$ cat src/hdl/otg_event_pkg.sv
package otg_event_pkg;

  // ---------------------------------------------------------------------------
  // Register addresses
  // ---------------------------------------------------------------------------
  localparam logic [5:0] OTG_CONTROL_ADDR       = 6'h0A;
  localparam logic [5:0] RISE_EVENT_ENABLE_ADDR = 6'h0D;
  localparam logic [5:0] FALL_EVENT_ENABLE_ADDR = 6'h10;
  localparam logic [5:0] EVENT_SOURCE_STATUS_ADDR = 6'h13;
  localparam logic [5:0] EVENT_LATCH_ADDR       = 6'h14;
  localparam logic [5:0] LINE_STATE_DEBUG_ADDR  = 6'h15;
  localparam logic [5:0] SET_OFFSET             = 6'h01;
  localparam logic [5:0] CLEAR_OFFSET           = 6'h02;

  // ---------------------------------------------------------------------------
  // Reset values
  // ---------------------------------------------------------------------------
  localparam logic [7:0] OTG_CONTROL_RESET      = 8'h06;
  localparam logic [7:0] EVENT_ENABLE_RESET     = 8'h1F;
  localparam logic [7:0] EVENT_LATCH_RESET      = 8'h00;

  // ---------------------------------------------------------------------------
  // Field positions
  // ---------------------------------------------------------------------------
  localparam int EXT_SUPPLY_INDICATOR_SEL_BIT = 7;
  localparam int EXT_SUPPLY_DRIVE_BIT         = 6;
  localparam int SUPPLY_CHARGE_BIT            = 4;
  localparam int SUPPLY_DISCHARGE_BIT         = 3;
  localparam int MINUS_LINE_PULLDOWN_BIT      = 2;
  localparam int PLUS_LINE_PULLDOWN_BIT       = 1;
  localparam int ID_LINE_PULLUP_ENABLE_BIT    = 0;
  localparam int EVENT_SOURCES                = 5;
  localparam logic [7:0] OTG_CONTROL_MASK     = 8'hDF;
  localparam logic [7:0] EVENT_FIELD_MASK     = 8'h1F;

  // ---------------------------------------------------------------------------
  // Register access kinds
  // ---------------------------------------------------------------------------
  typedef enum logic [1:0] {
    ACC_NONE  = 2'b00,
    ACC_WRITE = 2'b01,
    ACC_SET   = 2'b10,
    ACC_CLEAR = 2'b11
  } access_e;

endpackage : otg_event_pkg

$ cat src/hdl/event_edge_detect.sv
`timescale 1ns/10ps
`default_nettype none
module event_edge_detect #(
  parameter int WIDTH = 5
) (
  input  wire logic             mclk,
  input  wire logic             rst_n,
  input  wire logic [WIDTH-1:0] source,
  input  wire logic [WIDTH-1:0] riseEnable,
  input  wire logic [WIDTH-1:0] fallEnable,
  output logic      [WIDTH-1:0] eventHit
);

  logic [WIDTH-1:0] prev_q;
  logic [WIDTH-1:0] prev_d;

  // ---------------------------------------------------------------------------
  // Per-source edge qualification
  // ---------------------------------------------------------------------------
  // The reference sample is loaded with the live value on reset, so a source
  // that is already high at reset release raises no false event.
  always_comb begin
    prev_d = source;
  end

  always_ff @(posedge mclk) begin
    prev_q <= prev_d;
  end

  genvar i;
  generate
    for (i = 0; i < WIDTH; i++) begin : g_edge
      assign eventHit[i] = rst_n &&
                           ((riseEnable[i] && source[i] && !prev_q[i]) ||
                            (fallEnable[i] && !source[i] && prev_q[i]));
    end
  endgenerate

endmodule : event_edge_detect
`default_nettype wire

$ cat src/hdl/rw_set_clear_reg.sv
`timescale 1ns/10ps
`default_nettype none
module rw_set_clear_reg #(
  parameter logic [7:0] RESET_VALUE = 8'h00,
  parameter logic [7:0] BIT_MASK    = 8'hFF
) (
  input  wire logic                      mclk,
  input  wire logic                      rst_n,
  input  wire otg_event_pkg::access_e    access,
  input  wire logic [7:0]                wrData,
  output logic      [7:0]                value
);

  logic [7:0] value_q;
  logic [7:0] value_d;

  // ---------------------------------------------------------------------------
  // Write, set and clear
  // ---------------------------------------------------------------------------
  always_comb begin
    value_d = value_q;
    unique case (access)
      otg_event_pkg::ACC_NONE:  value_d = value_q;
      otg_event_pkg::ACC_WRITE: value_d = wrData & BIT_MASK;
      otg_event_pkg::ACC_SET:   value_d = (value_q | wrData) & BIT_MASK;
      otg_event_pkg::ACC_CLEAR: value_d = value_q & ~wrData;
    endcase
  end

  always_ff @(posedge mclk) begin
    if (!rst_n) begin
      value_q <= RESET_VALUE;
    end else begin
      value_q <= value_d;
    end
  end

  assign value = value_q;

endmodule : rw_set_clear_reg
`default_nettype wire

$ cat src/hdl/ulpi_otg_event_registers.sv
`timescale 1ns/10ps
`default_nettype none
module ulpi_otg_event_registers #(
  parameter int SOURCES = 5
) (
  input  wire logic              mclk,
  input  wire logic              rst_n,
  input  wire logic [5:0]        regAddr,
  input  wire logic              regWrite,
  input  wire logic              regRead,
  input  wire logic [7:0]        regWrData,
  output logic      [7:0]        regRdData,
  input  wire logic              idGroundedRaw,
  input  wire logic              sessionEndCmp,
  input  wire logic              session_valid_cmp,
  input  wire logic              supply_valid_cmp,
  input  wire logic              faultIndicatorIn,
  input  wire logic              host_disconnect_det,
  input  wire logic [1:0]        bus_line_state,
  input  wire logic              lowPowerEnter,
  input  wire logic              serialModeEnter,
  output logic                   power_switch_n,
  output logic                   supply_charge,
  output logic                   supply_discharge,
  output logic                   minus_line_pulldown,
  output logic                   plus_line_pulldown,
  output logic                   id_line_pullup_enable,
  output logic                   rxcmdRequest,
  output logic [SOURCES-1:0]     rxcmdSources
);

  // ---------------------------------------------------------------------------
  // Address decode
  // ---------------------------------------------------------------------------
  otg_event_pkg::access_e otgAccess;
  otg_event_pkg::access_e riseAccess;
  otg_event_pkg::access_e fallAccess;

  function automatic otg_event_pkg::access_e decode_access(
    input logic [5:0] addr,
    input logic [5:0] base,
    input logic       wr
  );
    otg_event_pkg::access_e kind;
    kind = otg_event_pkg::ACC_NONE;
    if (wr && addr == base) begin
      kind = otg_event_pkg::ACC_WRITE;
    end else if (wr && addr == base + otg_event_pkg::SET_OFFSET) begin
      kind = otg_event_pkg::ACC_SET;
    end else if (wr && addr == base + otg_event_pkg::CLEAR_OFFSET) begin
      kind = otg_event_pkg::ACC_CLEAR;
    end
    return kind;
  endfunction : decode_access

  always_comb begin
    otgAccess  = decode_access(regAddr, otg_event_pkg::OTG_CONTROL_ADDR, regWrite);
    riseAccess = decode_access(regAddr, otg_event_pkg::RISE_EVENT_ENABLE_ADDR, regWrite);
    fallAccess = decode_access(regAddr, otg_event_pkg::FALL_EVENT_ENABLE_ADDR, regWrite);
  end

  // ---------------------------------------------------------------------------
  // Control and enable registers
  // ---------------------------------------------------------------------------
  logic [7:0] otgControl;
  logic [7:0] riseEnable;
  logic [7:0] fallEnable;

  rw_set_clear_reg #(
    .RESET_VALUE (otg_event_pkg::OTG_CONTROL_RESET),
    .BIT_MASK    (otg_event_pkg::OTG_CONTROL_MASK)
  ) u_otg_control (
    .mclk   (mclk),
    .rst_n  (rst_n),
    .access (otgAccess),
    .wrData (regWrData),
    .value  (otgControl)
  );

  rw_set_clear_reg #(
    .RESET_VALUE (otg_event_pkg::EVENT_ENABLE_RESET),
    .BIT_MASK    (otg_event_pkg::EVENT_FIELD_MASK)
  ) u_rise_event_enable (
    .mclk   (mclk),
    .rst_n  (rst_n),
    .access (riseAccess),
    .wrData (regWrData),
    .value  (riseEnable)
  );

  rw_set_clear_reg #(
    .RESET_VALUE (otg_event_pkg::EVENT_ENABLE_RESET),
    .BIT_MASK    (otg_event_pkg::EVENT_FIELD_MASK)
  ) u_fall_event_enable (
    .mclk   (mclk),
    .rst_n  (rst_n),
    .access (fallAccess),
    .wrData (regWrData),
    .value  (fallEnable)
  );

  // ---------------------------------------------------------------------------
  // Analog control outputs
  // ---------------------------------------------------------------------------
  // The pins follow the register directly; the link owns the charge and
  // discharge sequencing, so no interlock between the two is added here.
  always_comb begin
    power_switch_n        = !otgControl[otg_event_pkg::EXT_SUPPLY_DRIVE_BIT];
    supply_charge         = otgControl[otg_event_pkg::SUPPLY_CHARGE_BIT];
    supply_discharge      = otgControl[otg_event_pkg::SUPPLY_DISCHARGE_BIT];
    minus_line_pulldown   = otgControl[otg_event_pkg::MINUS_LINE_PULLDOWN_BIT];
    plus_line_pulldown    = otgControl[otg_event_pkg::PLUS_LINE_PULLDOWN_BIT];
    id_line_pullup_enable = otgControl[otg_event_pkg::ID_LINE_PULLUP_ENABLE_BIT];
  end

  // ---------------------------------------------------------------------------
  // Event sources
  // ---------------------------------------------------------------------------
  logic               idSample_q;
  logic               idSample_d;
  logic [SOURCES-1:0] sourceNow;

  // With sampling off the last ID level is held, so the weak pull-up alone
  // produces no events until the link enables the sampler.
  always_comb begin
    idSample_d = otgControl[otg_event_pkg::ID_LINE_PULLUP_ENABLE_BIT] ? idGroundedRaw : idSample_q;
  end

  always_ff @(posedge mclk) begin
    if (!rst_n) begin
      idSample_q <= 1'b0;
    end else begin
      idSample_q <= idSample_d;
    end
  end

  always_comb begin
    sourceNow[4] = idSample_q;
    sourceNow[3] = sessionEndCmp;
    sourceNow[2] = session_valid_cmp;
    sourceNow[1] = otgControl[otg_event_pkg::EXT_SUPPLY_INDICATOR_SEL_BIT] ?
                   faultIndicatorIn : supply_valid_cmp;
    sourceNow[0] = host_disconnect_det;
  end

  logic [SOURCES-1:0] eventHit;

  event_edge_detect #(
    .WIDTH (SOURCES)
  ) u_edges (
    .mclk       (mclk),
    .rst_n      (rst_n),
    .source     (sourceNow),
    .riseEnable (riseEnable[SOURCES-1:0]),
    .fallEnable (fallEnable[SOURCES-1:0]),
    .eventHit   (eventHit)
  );

  // ---------------------------------------------------------------------------
  // Event latch
  // ---------------------------------------------------------------------------
  logic [SOURCES-1:0] latch_q;
  logic [SOURCES-1:0] latch_d;
  logic               latchRead;

  // A new event in the clearing cycle survives: the set is applied last, so a
  // change that lands on the read edge is reported by the next read instead.
  always_comb begin
    latchRead = regRead && regAddr == otg_event_pkg::EVENT_LATCH_ADDR;
    latch_d   = latch_q;
    if (latchRead || lowPowerEnter || serialModeEnter) begin
      latch_d = '0;
    end
    latch_d = latch_d | eventHit;
  end

  always_ff @(posedge mclk) begin
    if (!rst_n) begin
      latch_q <= otg_event_pkg::EVENT_LATCH_RESET[SOURCES-1:0];
    end else begin
      latch_q <= latch_d;
    end
  end

  // ---------------------------------------------------------------------------
  // Change report
  // ---------------------------------------------------------------------------
  logic               rxcmd_q;
  logic               rxcmd_d;
  logic [SOURCES-1:0] rxSrc_q;
  logic [SOURCES-1:0] rxSrc_d;

  // The source vector is registered every cycle, so the byte that goes with a
  // request always shows the levels that caused it.
  always_comb begin
    rxcmd_d = |eventHit;
    rxSrc_d = sourceNow;
  end

  always_ff @(posedge mclk) begin
    if (!rst_n) begin
      rxcmd_q <= 1'b0;
      rxSrc_q <= '0;
    end else begin
      rxcmd_q <= rxcmd_d;
      rxSrc_q <= rxSrc_d;
    end
  end

  assign rxcmdRequest = rxcmd_q;
  assign rxcmdSources = rxSrc_q;

  // ---------------------------------------------------------------------------
  // Read decode
  // ---------------------------------------------------------------------------
  // Each read-write register answers at all three of its addresses, so a read
  // through the set or clear alias returns the same byte as the base.
  logic otgReadHit;
  logic riseReadHit;
  logic fallReadHit;
  logic statusReadHit;
  logic latchReadHit;
  logic debugReadHit;

  always_comb begin
    otgReadHit    = regAddr >= otg_event_pkg::OTG_CONTROL_ADDR &&
                    regAddr <= otg_event_pkg::OTG_CONTROL_ADDR + otg_event_pkg::CLEAR_OFFSET;
    riseReadHit   = regAddr >= otg_event_pkg::RISE_EVENT_ENABLE_ADDR &&
                    regAddr <= otg_event_pkg::RISE_EVENT_ENABLE_ADDR + otg_event_pkg::CLEAR_OFFSET;
    fallReadHit   = regAddr >= otg_event_pkg::FALL_EVENT_ENABLE_ADDR &&
                    regAddr <= otg_event_pkg::FALL_EVENT_ENABLE_ADDR + otg_event_pkg::CLEAR_OFFSET;
    statusReadHit = regAddr == otg_event_pkg::EVENT_SOURCE_STATUS_ADDR;
    latchReadHit  = regAddr == otg_event_pkg::EVENT_LATCH_ADDR;
    debugReadHit  = regAddr == otg_event_pkg::LINE_STATE_DEBUG_ADDR;
  end

  // ---------------------------------------------------------------------------
  // Read data
  // ---------------------------------------------------------------------------
  logic [7:0] statusByte;
  logic [7:0] latchByte;
  logic [7:0] debugByte;
  logic [7:0] rd_q;
  logic [7:0] rd_d;

  // Reserved bits are built as zero here rather than by concatenation, so the
  // read byte stays correct if the source count parameter is changed.
  always_comb begin
    statusByte              = 8'h00;
    latchByte               = 8'h00;
    debugByte               = 8'h00;
    statusByte[SOURCES-1:0] = sourceNow;
    latchByte[SOURCES-1:0]  = latch_q;
    debugByte[1:0]          = bus_line_state;
  end

  always_comb begin
    rd_d = 8'h00;
    if (regRead) begin
      if (otgReadHit) begin
        rd_d = otgControl;
      end else if (riseReadHit) begin
        rd_d = riseEnable;
      end else if (fallReadHit) begin
        rd_d = fallEnable;
      end else if (statusReadHit) begin
        rd_d = statusByte;
      end else if (latchReadHit) begin
        rd_d = latchByte;
      end else if (debugReadHit) begin
        rd_d = debugByte;
      end
    end
  end

  always_ff @(posedge mclk) begin
    if (!rst_n) begin
      rd_q <= 8'h00;
    end else begin
      rd_q <= rd_d;
    end
  end

  assign regRdData = rd_q;

endmodule : ulpi_otg_event_registers
`default_nettype wire

$ cat config.mk
export PLATFORM = sky130hd
export DESIGN_NAME = ulpi_otg_event_registers
export DESIGN_NICKNAME = d
export VERILOG_FILES = /design/src/hdl/otg_event_pkg.sv /design/src/hdl/event_edge_detect.sv /design/src/hdl/rw_set_clear_reg.sv /design/src/hdl/ulpi_otg_event_registers.sv
export SDC_FILE = /design/constraint.sdc
export NUM_CORES = 1
export LEC_CHECK = 0
export ABC_AREA = 1
export BUFFER_PORTS_ARGS = -buffer_cell sky130_fd_sc_hd__buf_4
export CORE_MARGIN = 10
export CORE_UTILIZATION = 52
export CTS_CLUSTER_SIZE = 16
export DETAILED_ROUTE_END_ITERATION = 16
export PLACE_DENSITY = 0.77
export SLEW_MARGIN = 30
export SYNTH_ARGS = -nofsm -noshare
export SYNTH_HDL_FRONTEND = slang
export SYNTH_SLANG_ARGS = --single-unit
$ cat constraint.sdc
create_clock -name mclk -period 2.5 [get_ports mclk]
set_clock_uncertainty 0.2 [all_clocks]
set_input_delay 0.25 -clock mclk [delete_from_list [all_inputs] [get_ports mclk]]
set_output_delay 0.25 -clock mclk [all_outputs]
set_load 0.03 [all_outputs]
==> out/results.md <==
Status
• finished, final reports clean — result of the run

GRT
• 25 — largest net degree at the start of global routing
• 0 — antenna violations before repair
• 17.3% — overall track demand over capacity in global routing
• 0 — total congestion overflow after global routing
• 10.6 mm — global-route wire length before repair
• 2248 — number of global-route vias before repair

CTS
• 0 — count of buffers added by post-CTS timing repair for setup
• 2 — Max Buffers Root-to-Sink
• 300 ps — later-pin clock latency in the skew report
• 49 — clock sinks
• 0 — post-cts sizing count
• clkbuf_8 — CTS root buf
• 5 — Num CTS Buffers
• built — TritonCTS clock tree
• 2 — count of H-tree levels built during CTS
• 7 — number of hold buffers added after cts
• 90 ps — clock slew at the register clock pins of the worst setup and hold paths

Drt
• 15.2 µm — routed length per placed instance
• 0 — count of unresolved DRC violations after routing
• 2358 — Via Count
• 6.42 mm — total wirelength of the detailed-routed design
• 0 — number of nets with antenna violations after detailed routing
• 5.59 — routed vias/inst
• 289 — DR iter-0 viols
• 5 — DR pass1 iterations

Cells and area
• 1110 µm² — total area of multi-input combinational cells
• 69.8% — core utilization of the finished layout
• 0 — Antenna diodes
• 353 — Fillers
• 26.4% — area delta synth->final
• 399 — Net count, final
• 20.4% — layout cell share with drive strength beyond 1
• 981 µm² — Sequential cell area

STA
• 0 — setup violators final
• 1570 ps — Period minus WS final
• 927 ps — PnR worst setup slack
• 0 ps — final setup TNS
• 62.9% — share of the cycle needed by the critical path after routing
• 588 ps — transition time of the tightest slew-check pin
• 60.4% — Relative slew margins
• 0 — number of pins with negative max-slew slack in the final report
• false — RSZ-0062 raised after global routing
• 0 — final count of hold timing violations
• 0.636 GHz — timing-limited maximum frequency

Logic synthesis
• 0 — total of warnings raised by yosys
• 315 — cell count after synthesis
• 2260 µm² — summed instance area of the synthesized netlist
• 343 — post-synth net total
• 7.16 µm² — post-synthesis area per instance
• 43.5% — post-synthesis sequential area ratio
• 32 — Synth cell types
• 49 — total of flip-flops plus latches after synthesis

Setup path
• register — endpoint kind of the worst setup timing path
• 1580 ps — arrival time at the worst endpoint
• register to register — type of the setup path with the least slack
• regRdData[1] — endpoint of the worst-slack reg-to-reg timing path
• 2510 ps — Worst Path Required
• u_otg_control.value[7] — r2r startpoint
• u_otg_control.value[7] — critical path startpoint
• 6 — worst r2r path cells
• 4 — CP max FO
• 930 ps — flop2flop setup slack
• register — sort of element at the start of the critical path

Power and ir drop
• 1.32 nW — total leakage power
• 0.000316 V — worst IR drop on VDD
• 582 nW/µm² — cell area power density

Min path
• input pin to register — kind of path behind the tightest hold check
• 3 — worst hold path cell count
• regWrData[4] — start point of the worst hold path
• u_fall_event_enable.value[4] — Endpoint, Worst Hold

Place
• 763 ps — pre-CTS setup slack
• 0.917 — weighted congestion at the end of routability-driven global placement
• 47 — Port Buffers
• 4.92 mm — dpl hpwl

Job
• 0 — Max-Cap Viols

Floorplan
• 23 — number of placement rows
• 7370 µm² — die area
• 55.2% — Initial Utilization
• 85.9 µm — width of the die
• 48 — number of primary I/O pins
• 85.9 µm — Die H
• 4090 µm² — area of the core region

## registers in the layout, summed over array words and instances (netlist names)
name	cells
rxcmdSources	5
regRdData	8
u_fall_event_enable.value	8
idSample_q	1
u_rise_event_enable.value	8
u_edges.prev_q	5
u_otg_control.value	8
latch_q	5
rxcmdRequest	1
## worst max-delay path: stages, from the launching register on
cell	delay (ps)
dfxtp_1	350
o21ai_0	500
nor2_1	100
nor2_1	120
nand4_1	100
nand2_1	70
inv_1	30
## worst max-delay path by stage
stage | to | depth (start not counted)
global route | regRdData[1] | 6
finish | regRdData[1] | 6
floorplan | u_rise_event_enable.value[3] | 7
detailed placement | u_rise_event_enable.value[4] | 7
CTS | regRdData[1] | 6
global placement | u_rise_event_enable.value[4] | 7
## stage by stage
| stage | std cells | hold slack (ps) | cell area, µm² | power (mW) |
|---|---|---|---|---|
| 3_5_place_dp | 407 | 175 | 2650 | 1.01 |
| 3_3_place_gp | 407 | 171 | 2650 | 1.01 |
| 2_1_floorplan | 315 | 77.7 | 2260 | 0.926 |
| 4_1_cts | 422 | 6.55 | 2850 | 1.67 |
| 6_report | 422 | 9.37 | 2850 | 1.66 |
| 5_1_grt | 422 | 10.4 | 2850 | 1.72 |
## kinds of logic (layout without fill, tap and decap cells)
logic type             Yosys count  count (layout)  synth area share (%)
DFF                             49              49                  43.5
buffers and inverters           40              97                  7.21
and+or+nand+nor                186             186                  39.1
AOI/OAI and AO/OA               40              40                  10.2
## routing by layer
layer  vias up  global-route usage, %  part of all wire, %
met3        11                   5.01                  8.8
met1      1094                   21.0                   43
met5         -                      0                    0
met4         0                   5.69                  1.7
li1       1149                      -                    -
met2       104                   28.4                   46
## report_power, final
| group | internal, mW | total [mW] | switching, mW |
|---|---|---|---|
| clock | 0.397 | 0.656 | 0.259 |
| combinational | 0.0745 | 0.192 | 0.118 |
| sequential | 0.801 | 0.812 | 0.0110 |
| total | 1.27 | 1.66 | 0.388 |
## layout by cell type (no fill, tap or decap), drive strengths merged
cell	n
nand3	50
clkinv	3
dfxtp	49
a211oi	1
nor2	36
bufinv	2
a41oi	1
clkbuf	5
o21bai	1
nor3	4
inv	32
nand2	80
nand3b	3
a21boi	1
or2	1
o21ai	16
buf	48
dlygate4sd3	7
a31oi	3
a21oi	17
nand4	12
## synth_stat cells (all sizes together)
| cell type | number | area share, % |
|---|---|---|
| nand4 | 12 | 3.3 |
| nor3 | 4 | 1.4 |
| buf | 2 | 0.72 |
| nand3b | 3 | 1.0 |
| o21ai | 16 | 4.2 |
| or2 | 1 | 0.28 |
| clkinv | 2 | 0.39 |
| inv | 32 | 5.4 |
| a21oi | 17 | 3.8 |
| a21boi | 1 | 0.33 |
| nor2 | 36 | 7.2 |
| nand3 | 50 | 12 |
| a211oi | 1 | 0.33 |
| clkbuf | 4 | 0.67 |
| o21bai | 1 | 0.33 |
| dfxtp | 49 | 43 |
| a31oi | 3 | 0.83 |
| a41oi | 1 | 0.39 |
| nand2 | 80 | 14 |
## final cells by class
class / count / share of cell area (%)
Clock buffer: 5 / 2.41
Multi-Input combinational cell: 226 / 39.0
Tap cell: 50 / 2.19
Sequential cell: 49 / 34.4
Clock inverter: 3 / 2.28
Inverter: 34 / 4.61
Timing Repair Buffer: 55 / 15.1
Power figures use the tool's default switching activity.
